<file path="config.mk">
export PLATFORM = sky130hd
export DESIGN_NAME = swp_top
export DESIGN_NICKNAME = d
export VERILOG_FILES = /design/src/core/swp_top.v /design/src/core/swp_wake_counter.v
export VERILOG_INCLUDE_DIRS = /design/src /design/src/core
export SDC_FILE = /design/constraint.sdc
export NUM_CORES = 1
export LEC_CHECK = 0
export ABC_AREA = 1
export BUFFER_PORTS_ARGS = -buffer_cell sky130_fd_sc_hd__buf_2
export CAP_MARGIN = 40
export CORE_MARGIN = 2
export CORE_UTILIZATION = 54
export DETAILED_ROUTE_END_ITERATION = 8
export GPL_ROUTABILITY_DRIVEN = 0
export GPL_TIMING_DRIVEN = 0
export PLACE_DENSITY = 0.79
export SLEW_MARGIN = 0
export SYNTH_ARGS = -nofsm -noshare
export SYNTH_HDL_FRONTEND = slang
export SYNTH_SLANG_ARGS = --single-unit
</file>
<file path="constraint.sdc">
create_clock -name clock_i -period 2.6 [get_ports clock_i]
set_clock_uncertainty 0.15 [all_clocks]
set_input_delay 0.13 -clock clock_i [delete_from_list [all_inputs] [get_ports clock_i]]
set_output_delay 0.13 -clock clock_i [all_outputs]
set_load 0.05 [all_outputs]
</file>
<file path="src/core/swp_defines.vh">
// Shared constants for the sleep / wake-up / port A controller.
// Assumes inclusion by bare name from the core files and the bench.
`ifndef SWP_DEFINES_VH
`define SWP_DEFINES_VH

// Register byte offsets on the AXI4-Lite slave
`define SWP_OFF_CTRL 8'h00
`define SWP_OFF_CMD 8'h04
`define SWP_OFF_STAT 8'h08
`define SWP_OFF_DIR 8'h0C
`define SWP_OFF_OUT 8'h10
`define SWP_OFF_PUEN 8'h14
`define SWP_OFF_PDEN 8'h18
`define SWP_OFF_WAKEEN 8'h1C
`define SWP_OFF_PORTRD 8'h20

// Control register fields
`define SWP_CTRL_FASTWAKE 5
`define SWP_CTRL_SLOWBOOT 0

// Command register fields (write one to issue)
`define SWP_CMD_DEEP 0
`define SWP_CMD_LIGHT 1
`define SWP_CMD_RESTART 2

// Reset values
`define SWP_CTRL_RST 8'h00
`define SWP_WAKEEN_RST 8'h00

// Wake-up delays in slow oscillator periods
`define SWP_WAKE_NORMAL 12'd2048
`define SWP_WAKE_FAST 12'd32

// AXI responses
`define SWP_RESP_OKAY 2'b00
`define SWP_RESP_SLVERR 2'b10

`endif

</file>
<file path="src/core/swp_top.v">
// Sleep, wake-up delay and port A pin control, AXI4-Lite register slave.
// Assumes pins arrive asynchronously and a slow oscillator enable pulse.
//
// The address map and the AXI4-Lite slave port were left to the implementer.
`include "swp_defines.vh"

module swp_top #(
	parameter WIDTH = 8,
	parameter RST_PIN = 5,
	parameter RST_PIN_OPEN_DRAIN = 0
) (
	input wire clock_i,
	input wire resetn_i,
	// AXI4-Lite slave
	input wire [7:0] s_axi_awaddr,
	input wire s_axi_awvalid,
	output reg s_axi_awready,
	input wire [31:0] s_axi_wdata,
	input wire [3:0] s_axi_wstrb,
	input wire s_axi_wvalid,
	output reg s_axi_wready,
	output reg [1:0] s_axi_bresp,
	output reg s_axi_bvalid,
	input wire s_axi_bready,
	input wire [7:0] s_axi_araddr,
	input wire s_axi_arvalid,
	output reg s_axi_arready,
	output reg [31:0] s_axi_rdata,
	output reg [1:0] s_axi_rresp,
	output reg s_axi_rvalid,
	input wire s_axi_rready,
	// Port A pads
	input wire [WIDTH-1:0] pad_i,
	output reg [WIDTH-1:0] pad_o,
	output reg [WIDTH-1:0] pad_oe_o,
	output reg [WIDTH-1:0] pull_up_o,
	output reg [WIDTH-1:0] pull_down_o,
	// Wake events and clocking
	input wire slow_tick_i,
	input wire timer_wake_i,
	input wire cmp_wake_i,
	input wire soft_reset_cause_i,
	output reg fast_osc_en_o,
	output reg slow_osc_en_o,
	output reg prog_mem_on_o,
	output reg sys_clk_en_o,
	output reg cpu_restart_o,
	output reg sram_clear_o,
	output reg [WIDTH-1:0] irq_pin_edge_o
);
	localparam ST_RUN = 2'd0;
	localparam ST_LIGHT = 2'd1;
	localparam ST_DEEP = 2'd2;
	localparam ST_WAKE = 2'd3;

	reg [1:0] state_q;
	reg [7:0] ctrl_q;
	reg [WIDTH-1:0] dir_q;
	reg [WIDTH-1:0] out_q;
	reg [WIDTH-1:0] puen_q;
	reg [WIDTH-1:0] pden_q;
	reg [WIDTH-1:0] wakeen_q;
	reg [WIDTH-1:0] sync1_q;
	reg [WIDTH-1:0] sync2_q;
	reg [WIDTH-1:0] prev_q;
	reg [7:0] aw_addr_q;
	reg aw_have_q;
	reg [31:0] w_data_q;
	reg [3:0] w_strb_q;
	reg w_have_q;
	reg wake_start_q;
	wire wake_done;
	wire [WIDTH-1:0] toggle;
	wire pin_wake;
	wire fast_sel;
	wire [11:0] limit;
	wire do_write;
	wire [WIDTH-1:0] port_read;

	// ==========================================
	// Pin synchroniser and toggle detection
	always @(posedge clock_i or negedge resetn_i) begin
		if (!resetn_i) begin
			sync1_q <= {WIDTH{1'b0}};
			sync2_q <= {WIDTH{1'b0}};
			prev_q <= {WIDTH{1'b0}};
		end else begin
			sync1_q <= pad_i;
			sync2_q <= sync1_q;
			prev_q <= sync2_q;
		end
	end

	// Only enabled digital inputs may wake
	assign toggle = (sync2_q ^ prev_q) & wakeen_q & ~dir_q;
	assign pin_wake = |toggle;

	// Fast wake honoured only with slow boot-up set
	assign fast_sel = ctrl_q[`SWP_CTRL_FASTWAKE] &
		ctrl_q[`SWP_CTRL_SLOWBOOT];
	assign limit = fast_sel ? `SWP_WAKE_FAST : `SWP_WAKE_NORMAL;

	// ==========================================
	// Pad drive, pulls and port read per bit
	genvar g;
	generate
		for (g = 0; g < WIDTH; g = g + 1) begin : g_pin
			wire od;
			assign od = (RST_PIN_OPEN_DRAIN != 0) && (g == RST_PIN);
			always @(posedge clock_i or negedge resetn_i) begin
				if (!resetn_i) begin
					pad_o[g] <= 1'b0;
					pad_oe_o[g] <= 1'b0;
					pull_up_o[g] <= 1'b0;
					pull_down_o[g] <= 1'b0;
				end else begin
					// Open drain only ever drives low
					pad_o[g] <= od ? 1'b0 : out_q[g];
					pad_oe_o[g] <= dir_q[g] & (~od | ~out_q[g]);
					// Outputs carry no pulls at all
					pull_up_o[g] <= ~dir_q[g] & puen_q[g];
					pull_down_o[g] <= ~dir_q[g] & pden_q[g] &
						~puen_q[g];
				end
			end
			assign port_read[g] = dir_q[g] ? out_q[g] : sync2_q[g];
		end
	endgenerate

	// ==========================================
	// AXI write channel capture, either order
	assign do_write = aw_have_q && w_have_q && !s_axi_bvalid;

	always @(posedge clock_i or negedge resetn_i) begin
		if (!resetn_i) begin
			aw_addr_q <= 8'h00;
			aw_have_q <= 1'b0;
			w_data_q <= 32'h0000_0000;
			w_strb_q <= 4'h0;
			w_have_q <= 1'b0;
			s_axi_awready <= 1'b0;
			s_axi_wready <= 1'b0;
			s_axi_bvalid <= 1'b0;
			s_axi_bresp <= `SWP_RESP_OKAY;
		end else begin
			s_axi_awready <= !aw_have_q && !s_axi_awready;
			s_axi_wready <= !w_have_q && !s_axi_wready;
			if (s_axi_awvalid && s_axi_awready) begin
				aw_addr_q <= s_axi_awaddr;
				aw_have_q <= 1'b1;
				s_axi_awready <= 1'b0;
			end
			if (s_axi_wvalid && s_axi_wready) begin
				w_data_q <= s_axi_wdata;
				w_strb_q <= s_axi_wstrb;
				w_have_q <= 1'b1;
				s_axi_wready <= 1'b0;
			end
			if (do_write) begin
				aw_have_q <= 1'b0;
				w_have_q <= 1'b0;
				s_axi_bvalid <= 1'b1;
				case (aw_addr_q)
				`SWP_OFF_CTRL, `SWP_OFF_CMD, `SWP_OFF_DIR, `SWP_OFF_OUT,
				`SWP_OFF_PUEN, `SWP_OFF_PDEN, `SWP_OFF_WAKEEN,
				`SWP_OFF_STAT, `SWP_OFF_PORTRD: begin
					s_axi_bresp <= `SWP_RESP_OKAY;
				end
				default: begin
					s_axi_bresp <= `SWP_RESP_SLVERR;
				end
				endcase
			end else if (s_axi_bvalid && s_axi_bready) begin
				s_axi_bvalid <= 1'b0;
			end
		end
	end

	// ==========================================
	// Register file; values kept through every sleep state
	always @(posedge clock_i or negedge resetn_i) begin
		if (!resetn_i) begin
			ctrl_q <= `SWP_CTRL_RST;
			dir_q <= {WIDTH{1'b0}};
			out_q <= {WIDTH{1'b0}};
			puen_q <= {WIDTH{1'b0}};
			pden_q <= {WIDTH{1'b0}};
			wakeen_q <= {WIDTH{1'b0}};
		end else if (do_write && w_strb_q[0]) begin
			case (aw_addr_q)
			`SWP_OFF_CTRL: ctrl_q <= w_data_q[7:0];
			`SWP_OFF_DIR: dir_q <= w_data_q[WIDTH-1:0];
			`SWP_OFF_OUT: out_q <= w_data_q[WIDTH-1:0];
			`SWP_OFF_PUEN: puen_q <= w_data_q[WIDTH-1:0];
			`SWP_OFF_PDEN: pden_q <= w_data_q[WIDTH-1:0];
			`SWP_OFF_WAKEEN: wakeen_q <= w_data_q[WIDTH-1:0];
			default: ctrl_q <= ctrl_q;
			endcase
		end
	end

	// ==========================================
	// Sleep state machine and clock gating
	wire cmd_wr;
	assign cmd_wr = do_write && w_strb_q[0] && (aw_addr_q == `SWP_OFF_CMD);

	always @(posedge clock_i or negedge resetn_i) begin
		if (!resetn_i) begin
			state_q <= ST_RUN;
			wake_start_q <= 1'b0;
			fast_osc_en_o <= 1'b1;
			slow_osc_en_o <= 1'b1;
			prog_mem_on_o <= 1'b1;
			sys_clk_en_o <= 1'b1;
			cpu_restart_o <= 1'b1;
			sram_clear_o <= 1'b0;
			irq_pin_edge_o <= {WIDTH{1'b0}};
		end else begin
			wake_start_q <= 1'b0;
			cpu_restart_o <= 1'b0;
			// Only a power-type reset may clear data memory
			sram_clear_o <= 1'b0;
			irq_pin_edge_o <= (sync2_q ^ prev_q) & wakeen_q;
			case (state_q)
			ST_RUN: begin
				if (cmd_wr && w_data_q[`SWP_CMD_RESTART]) begin
					cpu_restart_o <= 1'b1;
				end else if (cmd_wr && w_data_q[`SWP_CMD_DEEP]) begin
					// Comparator disable is left to software
					state_q <= ST_DEEP;
					fast_osc_en_o <= 1'b0;
					slow_osc_en_o <= 1'b0;
					prog_mem_on_o <= 1'b0;
					sys_clk_en_o <= 1'b0;
				end else if (cmd_wr && w_data_q[`SWP_CMD_LIGHT]) begin
					state_q <= ST_LIGHT;
					sys_clk_en_o <= 1'b0;
					prog_mem_on_o <= 1'b0;
				end
			end
			ST_LIGHT: begin
				if (pin_wake || timer_wake_i || cmp_wake_i) begin
					state_q <= ST_WAKE;
					wake_start_q <= 1'b1;
				end
			end
			ST_DEEP: begin
				// Timer and comparator ignored here
				if (pin_wake) begin
					state_q <= ST_WAKE;
					wake_start_q <= 1'b1;
					slow_osc_en_o <= 1'b1;
					fast_osc_en_o <= 1'b1;
				end
			end
			ST_WAKE: begin
				if (wake_done) begin
					// Continue, no restart pulse
					state_q <= ST_RUN;
					sys_clk_en_o <= 1'b1;
					prog_mem_on_o <= 1'b1;
				end
			end
			default: state_q <= ST_RUN;
			endcase
			if (soft_reset_cause_i) begin
				cpu_restart_o <= 1'b1;
			end
		end
	end

	swp_wake_counter u_wake (
		.clock_i(clock_i),
		.resetn_i(resetn_i),
		.start_i(wake_start_q),
		.slow_tick_i(slow_tick_i),
		.limit_i(limit),
		.done_o(wake_done)
	);

	// ==========================================
	// AXI read channel
	always @(posedge clock_i or negedge resetn_i) begin
		if (!resetn_i) begin
			s_axi_arready <= 1'b0;
			s_axi_rvalid <= 1'b0;
			s_axi_rdata <= 32'h0000_0000;
			s_axi_rresp <= `SWP_RESP_OKAY;
		end else begin
			s_axi_arready <= !s_axi_rvalid && !s_axi_arready;
			if (s_axi_arvalid && s_axi_arready) begin
				s_axi_arready <= 1'b0;
				s_axi_rvalid <= 1'b1;
				s_axi_rresp <= `SWP_RESP_OKAY;
				s_axi_rdata <= 32'h0000_0000;
				case (s_axi_araddr)
				`SWP_OFF_CTRL: s_axi_rdata[7:0] <= ctrl_q;
				`SWP_OFF_CMD: s_axi_rdata <= 32'h0000_0000;
				`SWP_OFF_STAT: s_axi_rdata[1:0] <= state_q;
				`SWP_OFF_DIR: s_axi_rdata[WIDTH-1:0] <= dir_q;
				`SWP_OFF_OUT: s_axi_rdata[WIDTH-1:0] <= out_q;
				`SWP_OFF_PUEN: s_axi_rdata[WIDTH-1:0] <= puen_q;
				`SWP_OFF_PDEN: s_axi_rdata[WIDTH-1:0] <= pden_q;
				`SWP_OFF_WAKEEN: s_axi_rdata[WIDTH-1:0] <= wakeen_q;
				`SWP_OFF_PORTRD: s_axi_rdata[WIDTH-1:0] <= port_read;
				default: s_axi_rresp <= `SWP_RESP_SLVERR;
				endcase
			end else if (s_axi_rvalid && s_axi_rready) begin
				s_axi_rvalid <= 1'b0;
			end
		end
	end
endmodule

</file>
<file path="src/core/swp_wake_counter.v">
// Wake-up delay counter clocked by the slow oscillator enable tick.
// Assumes slow_tick_i is a one-cycle pulse per slow oscillator period.
`include "swp_defines.vh"

module swp_wake_counter (
	input wire clock_i,
	input wire resetn_i,
	input wire start_i,
	input wire slow_tick_i,
	input wire [11:0] limit_i,
	output reg done_o
);
	reg [11:0] count_q;
	reg run_q;

	// ==========================================
	// Count slow periods from the wake event
	always @(posedge clock_i or negedge resetn_i) begin
		if (!resetn_i) begin
			count_q <= 12'h000;
			run_q <= 1'b0;
			done_o <= 1'b0;
		end else begin
			done_o <= 1'b0;
			if (start_i) begin
				count_q <= 12'h000;
				run_q <= 1'b1;
			end else if (run_q && slow_tick_i) begin
				// Release once the selected count is reached
				if (count_q + 12'd1 >= limit_i) begin
					run_q <= 1'b0;
					done_o <= 1'b1;
				end
				count_q <= count_q + 12'd1;
			end
		end
	end
endmodule

</file>
# Word-level counts from Yosys, hierarchy flattened
# Index checks and enable logic that the tools add are counted.
# classes
add_sub_neg	1
reduce_logical	49
eq_ne	25
bitwise	45
muxes	54
shifts	0
mul	0
magnitude_cmp	1
div_mod_pow	0
# op_table
operator	count
$eq A8 B5 Y1 const B	8
$pmux W6 S7	1
$mux W1	37
$mux W12	3
$eq A8 B4 Y1 const B	4
$and A1 B1 Y1	25
$reduce_or A9 Y1	2
$and A8 B8 Y8	2
$eq A8 B3 Y1 const B	2
$eq A8 B6 Y1 const B	2
$logic_and A1 B1 Y1	16
$logic_not A8 Y1	2
$mux W2	8
$not A1 Y1	16
$pmux W2 S8	1
$reduce_bool A2 Y1	8
$reduce_and A2 Y1	7
$add A12 B1 Y12 const B	1
$ge A12 B12 Y1	1
$ne A2 B2 Y1 const B	4
$not A8 Y8	1
$pmux W2 S4	1
$reduce_and A4 Y1	2
$reduce_or A8 Y1	1
other kinds (10)	20
# word_totals
ram_bits	0
mem_count	0
register_bits	168
latch_bits	0
inputBits	71
elab_cells	238
out_inout_bits	87
romBits	0

# Depth between registers and ports, before layout
# Gate-level depths: netlist of run 1.
# depth
ltp_word	9
depth_mapped	13

# Hierarchy
# From an unflattened synthesis of run 1, not the netlist that was laid out.
# unflattened
cells_unflattened	846
hier_area_um2	7502.2
# by_module_without_submodules
module	cells_per_inst	instances	area_each_um2
swp_top	686	1	6377.4
swp_wake_counter	160	1	1124.8

# Worst setup path before layout of run 1
# Ideal clock, no wire load.
# synth_timing
path_type	flip-flop to flip-flop
from	register u_wake.count_q[4]
to	register u_wake.run_q
slack_ns	0.690
required_ns	2.319
stages_incl_launch_ff	12
arrival_time_ns	1.630
path_cell_list	dfrtp_1 > nand2_1 > nor2_2 > nand3_1 > xor2_1 > inv_1 > ha_1 > nand3_1 > nor2_2 > nand2_1 > nand3_2 > a21oi_2
# synth_via
elab_chain_len	4
# synth_rtl
element	line	text
from (decl)	swp_wake_counter.v:13	reg [11:0] count_q;
from (signal assigned)	swp_wake_counter.v:34	count_q <= count_q + 12'd1;
$add A12 B1 Y12	swp_wake_counter.v:30	if (count_q + 12'd1 >= limit_i) begin
$ge A12 B12 Y1	swp_wake_counter.v:30	
$reduce_bool A2 Y1 (no line)	-	
$reduce_and A2 Y1 (no line)	-	
to (signal assigned)	swp_wake_counter.v:21	run_q <= 1'b0;
to (signal assigned)	swp_wake_counter.v:27	run_q <= 1'b1;
to (signal assigned)	swp_wake_counter.v:31	run_q <= 1'b0;
to (decl)	swp_wake_counter.v:14	reg run_q;
# Every way passes these cells.
# A chain may end at the register's enable or synchronous reset.

# Final worst setup path of run 1
# layout_timing
from	register u_wake.count_q[0]
to	register u_wake.done_o
# layout_via
elab_chain_len	5
# layout_rtl
element	line	text
$add A12 B1 Y12	swp_wake_counter.v:30	
$ge A12 B12 Y1	swp_wake_counter.v:30	
$mux W1	swp_wake_counter.v:30	
$mux W1	swp_wake_counter.v:28	end else if (run_q && slow_tick_i) begin
$mux W1	swp_wake_counter.v:25	if (start_i) begin
to (signal assigned)	swp_wake_counter.v:22	done_o <= 1'b0;
to (signal assigned)	swp_wake_counter.v:24	done_o <= 1'b0;
to (signal assigned)	swp_wake_counter.v:32	done_o <= 1'b1;
to (decl)	swp_wake_counter.v:11	output reg done_o
# Every way passes these cells.

==> flow_summary.json, run 1 <==
{
  "criticalPathCategory": "reg -> reg",
  "yosysWarnings": 0,
  "ys_types": 41,
  "rows": 42,
  "largest_register": "u_wake.count_q",
  "io_buffers": 103,
  "clock_sinks": 166,
  "p_seq_share_pct": 42.6,
  "stdcell_count": 1160,
  "p_per_area_nw_per_um2": 869,
  "max_freq_ghz": 0.453,
  "crit_slowest_cell": "dfrtp_1",
  "switchingPower_uw": 2770,
  "grt_max_degree": 99,
  "area_growth_pct": 25.3,
  "drc": 0,
  "power_leakage_uw": 0.00468,
  "ys_ff_latch": 166,
  "die_h_um": 120,
  "wl_per_cell_um": 14.8,
  "worstHoldPathType": "in -> reg",
  "largest_register_ff_count": 12,
  "vias": 5976,
  "postCtsSetupBuffers": 0,
  "yosys.area.top_type": "dfrtp_1",
  "p_comb_share_pct": 26.5,
  "synth_ff_type": "dfrtp_1",
  "setup_viol": 0,
  "synth_edf_count": 0,
  "cts_buffer_depth": 2,
  "critPathMaxFanout": 6,
  "final_common_cell": "nand2_1",
  "fp.dieW_um": 120,
  "worstPathRequired_ns": 2.78,
  "maxCapViolCount": 0,
  "worst_pin_slew_ns": 0.593,
  "initial_utilization_pct": 54.8,
  "utilization_pct": 68.7,
  "finalSetupTns_ns": 0,
  "hold_viol": 0,
  "swShare_pct": 35.3,
  "crit_family": "simple AND/OR/NAND/NOR gates",
  "min_period_ns": 2.21,
  "internal_power_uw": 5070,
  "arrival_ns": 2.39,
  "layout.nets": 1051,
  "clk_pin_slew_ns": 0.06,
  "cpMostUsedCell": "nand3_1",
  "place_area_um2": 8080,
  "layout_common_cells": "197 x nand2_1, 163 x dfrtp_1, 104 x buf_2",
  "cts_resized": 0,
  "cp-start-kind": "flip-flop",
  "clk_latency_ns": 0.43,
  "die_area_um2": 14300,
  "h-tree-depth": 4,
  "dr.pass1.iters": 5,
  "cp_num_buf_inv": 2,
  "synth.top_cells.by_area": "dfrtp_1 57%, nand2_1 10%, o21ai_0 5.1%",
  "drt_iter0_drc": 476,
  "design_power_total_uw": 7850,
  "avgSynthCellArea_um2": 9.19,
  "rsz0062_at_grt": "false",
  "clock_power_share_pct": 30.9,
  "grt_use_total_pct": 25.6,
  "critPathCaptureType": "flip-flop",
  "tritoncts": "built",
  "overflow": 0,
  "worst_path_largest_cell_delay_ns": 0.42,
  "max-slew-margin-rel_pct": 60.3,
  "drive_gt1_share_pct": 21.3,
  "ctsHoldBuffers": 38,
  "grt_pass1_wl_um": 28500,
  "grt_pass1_vias": 5818,
  "pin_count": 158,
  "antenna_found_initial": 0,
  "syn_area_um2": 7210,
  "yosysSeqAreaShare_pct": 57.7,
  "stdcell_area_um2": 9030,
  "ant_nets": 0,
  "dp_hpwl_um": 11600,
  "vias_per_cell": 5.15,
  "synth_cells": 784,
  "status": "completed",
  "async_flop_share_pct": 100,
  "period_share_pct": 84.9,
  "ir_worst_vdd_mv": 0.686,
  "place_inst": 1090,
  "crit_chain": "nand3_1, inv_1, nand3_1, xor2_1, inv_1, ha_1, nand3_1, nor2_2, nand2_1, a31oi_1",
  "n_antenna_cell": 0,
  "yosysTopAreaCellShare_pct": 56.6,
  "coreArea_um2": 13100,
  "cts_inserted_buffers": 17,
  "slew_viol_final": 0,
  "root_buffer": "clkbuf_16",
  "wl_um": 17200
}
-- tightest hold or removal path, stage by stage --
cell	delay, ns
buf_2	0.08
nor2_1	0.05
nand3_1	0.13
nand4_1	0.12
nand2_1	0.08
-- final cells by class --
type	count	area [µm²]
sequential	166	4160
fill	1035	4110
multi-input combinational	511	2490
timing repair buffer	142	933
clock buffer	24	472
inverter	94	353
buffer	39	303
tap	176	220
clock inverter	8	98.8
-- logic make-up after synthesis --
kind of cell / count (synthesis) / synth area share [%]
fa+ha+maj: 9 / 1.56
xor+xnor: 4 / 0.486
buf+inv: 133 / 9.10
simple gates: 349 / 22.1
other cells: 1 / 0.0520
compound gates: 122 / 9.03
flops: 166 / 57.7
-- cells in the mapped netlist (4+ instances only) --
cell,number
nand2_1,197
dfrtp_1,163
inv_1,82
o21ai_0,74
nor2_1,50
nand3_1,43
buf_4,29
o22ai_1,15
nand4_1,13
nor3_1,13
o21ai_1,13
a21oi_1,12
ha_1,9
inv_2,9
buf_6,6
nand2_2,6
nand3_2,5
nor2_2,4
nor2_4,4
-- per-stage QoR --
| stage | setup slack, ns | hold WS, ns |
|---|---|---|
| 2_1_floorplan | 0.690 | -0.316 |
| 3_3_place_gp | -1.17 | 0.0888 |
| 3_5_place_dp | 0.420 | -0.0455 |
| 4_1_cts | 0.389 | 0.0205 |
| 5_1_grt | 0.209 | 0.0590 |
| 6_report | 0.392 | 0.0392 |
-- metal layers --
metal  GRT usage (%)  part of all wire, %
met3            5.75                  6.5
met2            41.6                   49
met5               0                    0
met1            34.0                   42
met4            9.26                  2.1
-- power groups by stage --
stage	registers, µW	clock network (µW)	logic (µW)
final	3340	2430	2080
after global placement	3360	0	1900
after detailed placement	3380	0	1960
after CTS	3340	2450	2060
after global routing	3400	2560	2270
after floorplan	3720	0	1050
-- final timing paths --
path / start / end / slack, ns / cells after the start
min in group asynchronous: resetn_i / sync2_q[7] / 0.09 / 2
setup / recovery: u_wake.count_q[0] / u_wake.done_o / 0.39 / 10
hold reg to reg: sync1_q[1] / sync2_q[1] / 0.20 / 0
max in group asynchronous: resetn_i / sys_clk_en_o / 1.35 / 3
setup reg to reg: u_wake.count_q[0] / u_wake.done_o / 0.39 / 10
hold / removal: timer_wake_i / state_q[0] / 0.04 / 5
No activity file was read; power rests on OpenSTA's default activity.
==> run 2, diff against run 1 <==
CORE_UTILIZATION = 49   (was 54)
PLACE_DENSITY = 0.76   (was 0.79)
clock period = 1.95 ns   (was 2.6 ns; I/O delays follow)
==> run 2 against run 1 <==
  * The flow now finishes with violations (setup timing)
  * Clock power rose by 39%
  * Via count up 0.12%
  * Wire length rose by 3.5%
  * Clock-buffer cell count up 2
  * Setup slack got worse by 0.42 ns
  * Die area grew 9.9%
  * Hold slack lost 0.039 ns
  * Final area up 3.1%
  * Critical path depth unchanged
  * Register-to-register slack got worse by 0.42 ns
  * Largest cell class unchanged
==> flow_summary.json, run 2 (synthesis gave the netlist of run 1 again) <==
{
  "io_buffers": 103,
  "regArea_um2": 4160,
  "initial_utilization_pct": 50.0,
  "stdcell_area_um2": 9310,
  "drt_iter0_drc": 543,
  "max_freq_ghz": 0.505,
  "h-tree-depth": 4,
  "rows": 44,
  "r2r-start": "u_wake.count_q[10]",
  "final_common_cell": "nand2_1",
  "place_inst": 1098,
  "grt_max_degree": 121,
  "fp.dieW_um": 125,
  "grt_pass1_wl_um": 28700,
  "reg2reg_slack_ns": -0.03,
  "hold_viol": 0,
  "dp_slack_ns": -0.269,
  "critPathMaxFanout": 3,
  "largest_register": "u_wake.count_q",
  "max-slew-margin-rel_pct": 61.2,
  "ant_nets": 0,
  "grt_use_total_pct": 23.4,
  "dr.pass1.iters": 6,
  "arrival_ns": 2.17,
  "wl_um": 17800,
  "die_area_um2": 15700,
  "p_per_area_nw_per_um2": 1150,
  "root_buffer": "clkbuf_16",
  "vias_per_cell": 5.06,
  "slew_viol_final": 0,
  "crit_family": "simple AND/OR/NAND/NOR gates",
  "antenna_found_initial": 0,
  "setup_viol": 2,
  "drive_gt1_share_pct": 24.8,
  "vias": 5983,
  "layout.nets": 1066,
  "status": "complete, but fails checks",
  "crit_start": "u_wake.count_q[10]",
  "grt_pass1_vias": 5691,
  "r2r-end": "u_wake.done_o",
  "worstPathRequired_ns": 2.14,
  "largest_register_ff_count": 12,
  "design_power_total_uw": 10700,
  "multi_input_area_um2": 2610,
  "wl_per_cell_um": 15.1,
  "coreArea_um2": 14400,
  "overflow": 0,
  "layout_common_cells": "190 x nand2_1, 163 x dfrtp_1, 104 x buf_2",
  "area_growth_pct": 29.2,
  "worst_pin_slew_ns": 0.582,
  "cts_buffer_depth": 2,
  "power_leakage_uw": 0.00482,
  "hold_ws_ns": 0.000351,
  "crit_slowest_cell": "dfrtp_1",
  "path_depth": 10,
  "maxCapViolCount": 0,
  "clk_latency_ns": 0.43,
  "tritoncts": "built",
  "worstSetupEndpoint": "u_wake.done_o",
  "drc": 0,
  "rsz0062_at_grt": "true",
  "stdcell_count": 1183,
  "n_fill_cell": 1156,
  "die_h_um": 125,
  "place_area_um2": 8090,
  "min_period_ns": 1.98,
  "period_share_pct": 102,
  "worst_path_largest_cell_delay_ns": 0.38,
  "fin_ws_ns": -0.0298,
  "r2r_cells": 10,
  "critPathCaptureType": "flip-flop",
  "clk_pin_slew_ns": 0.06,
  "cp-start-kind": "flip-flop",
  "cts_inserted_buffers": 17,
  "ir_worst_vdd_mv": 0.941,
  "crit_chain": "inv_2, nor3_4, nand3_2, xor2_2, inv_2, ha_4, nand3_2, nor2_4, nand2_2, a31oi_4",
  "pin_count": 158,
  "criticalPathCategory": "reg -> reg",
  "dp_hpwl_um": 11600,
  "violations": "setup timing",
  "worstHoldPathType": "in -> reg",
  "cp_num_buf_inv": 2,
  "clock_sinks": 166,
  "n_antenna_cell": 0
}
==> run 2: cell type report <==
class	instances	share of cell area [%]
repair buffers	158	11.4
well taps	184	2.47
clock inverters	6	0.967
plain buffers	38	3.21
clock buffers	26	5.47
flip-flops and latches	166	44.7
inverters	94	3.79
multi-input cells	511	28.0
==> run 2: power breakdown <==
group	internal, µW	total, µW	switching [µW]
registers	4020	4430	402
clock network	2060	3370	1310
logic	848	2870	2030
total	6930	10700	3730
==> run 2: worst min-delay path by stage <==
stage	startpoint	endpoint	slack (ns)	cells after the start
floorplan	resetn_i	aw_addr_q[0]	-0.35	0
global placement	pad_i[1]	sync1_q[1]	0.06	1
detailed placement	resetn_i	sync1_q[7]	-0.13	1
CTS	s_axi_awvalid	aw_addr_q[1]	0.0007	5
global route	resetn_i	puen_q[3]	0.04	2
finish	s_axi_arvalid	s_axi_rdata[2]	0.0004	3
==> run 2: worst reg2reg max path: stages (launching register included) <==
cell and delay (ns):
dfrtp_1 0.38, inv_2 0.08, nor3_4 0.17, nand3_2 0.12
xor2_2 0.17, inv_2 0.06, ha_4 0.28, nand3_2 0.09
nor2_4 0.12, nand2_2 0.09, a31oi_4 0.20
==> run 2: per-layer routing <==
metal  up-vias  track usage (%)  part of all wire, %
met4         0             8.43                  2.2
met1      2844             30.6                   42
met3        30             6.12                  6.2
met5         -                0                    0
met2       225             37.9                   49
li1       2884                -                    -
==> run 2: stage by stage <==
step | setup TNS (ns) | util (%)
floorplan | 0 | -
global placement | -298.00 | 55.8
detailed placement | -0.466 | 56.1
CTS | -0.196 | 63.9
global route | -0.994 | 64.6
finish | -0.0576 | 64.6
==> run 2: repair_timing <==
action,in CTS,in global routing
pin swaps,11,13
hold buffers,41,0
setup buffers,9,4
gates resized for setup,11,22
endpoints found under the hold margin,201,0
endpoints found under the setup margin,2,19
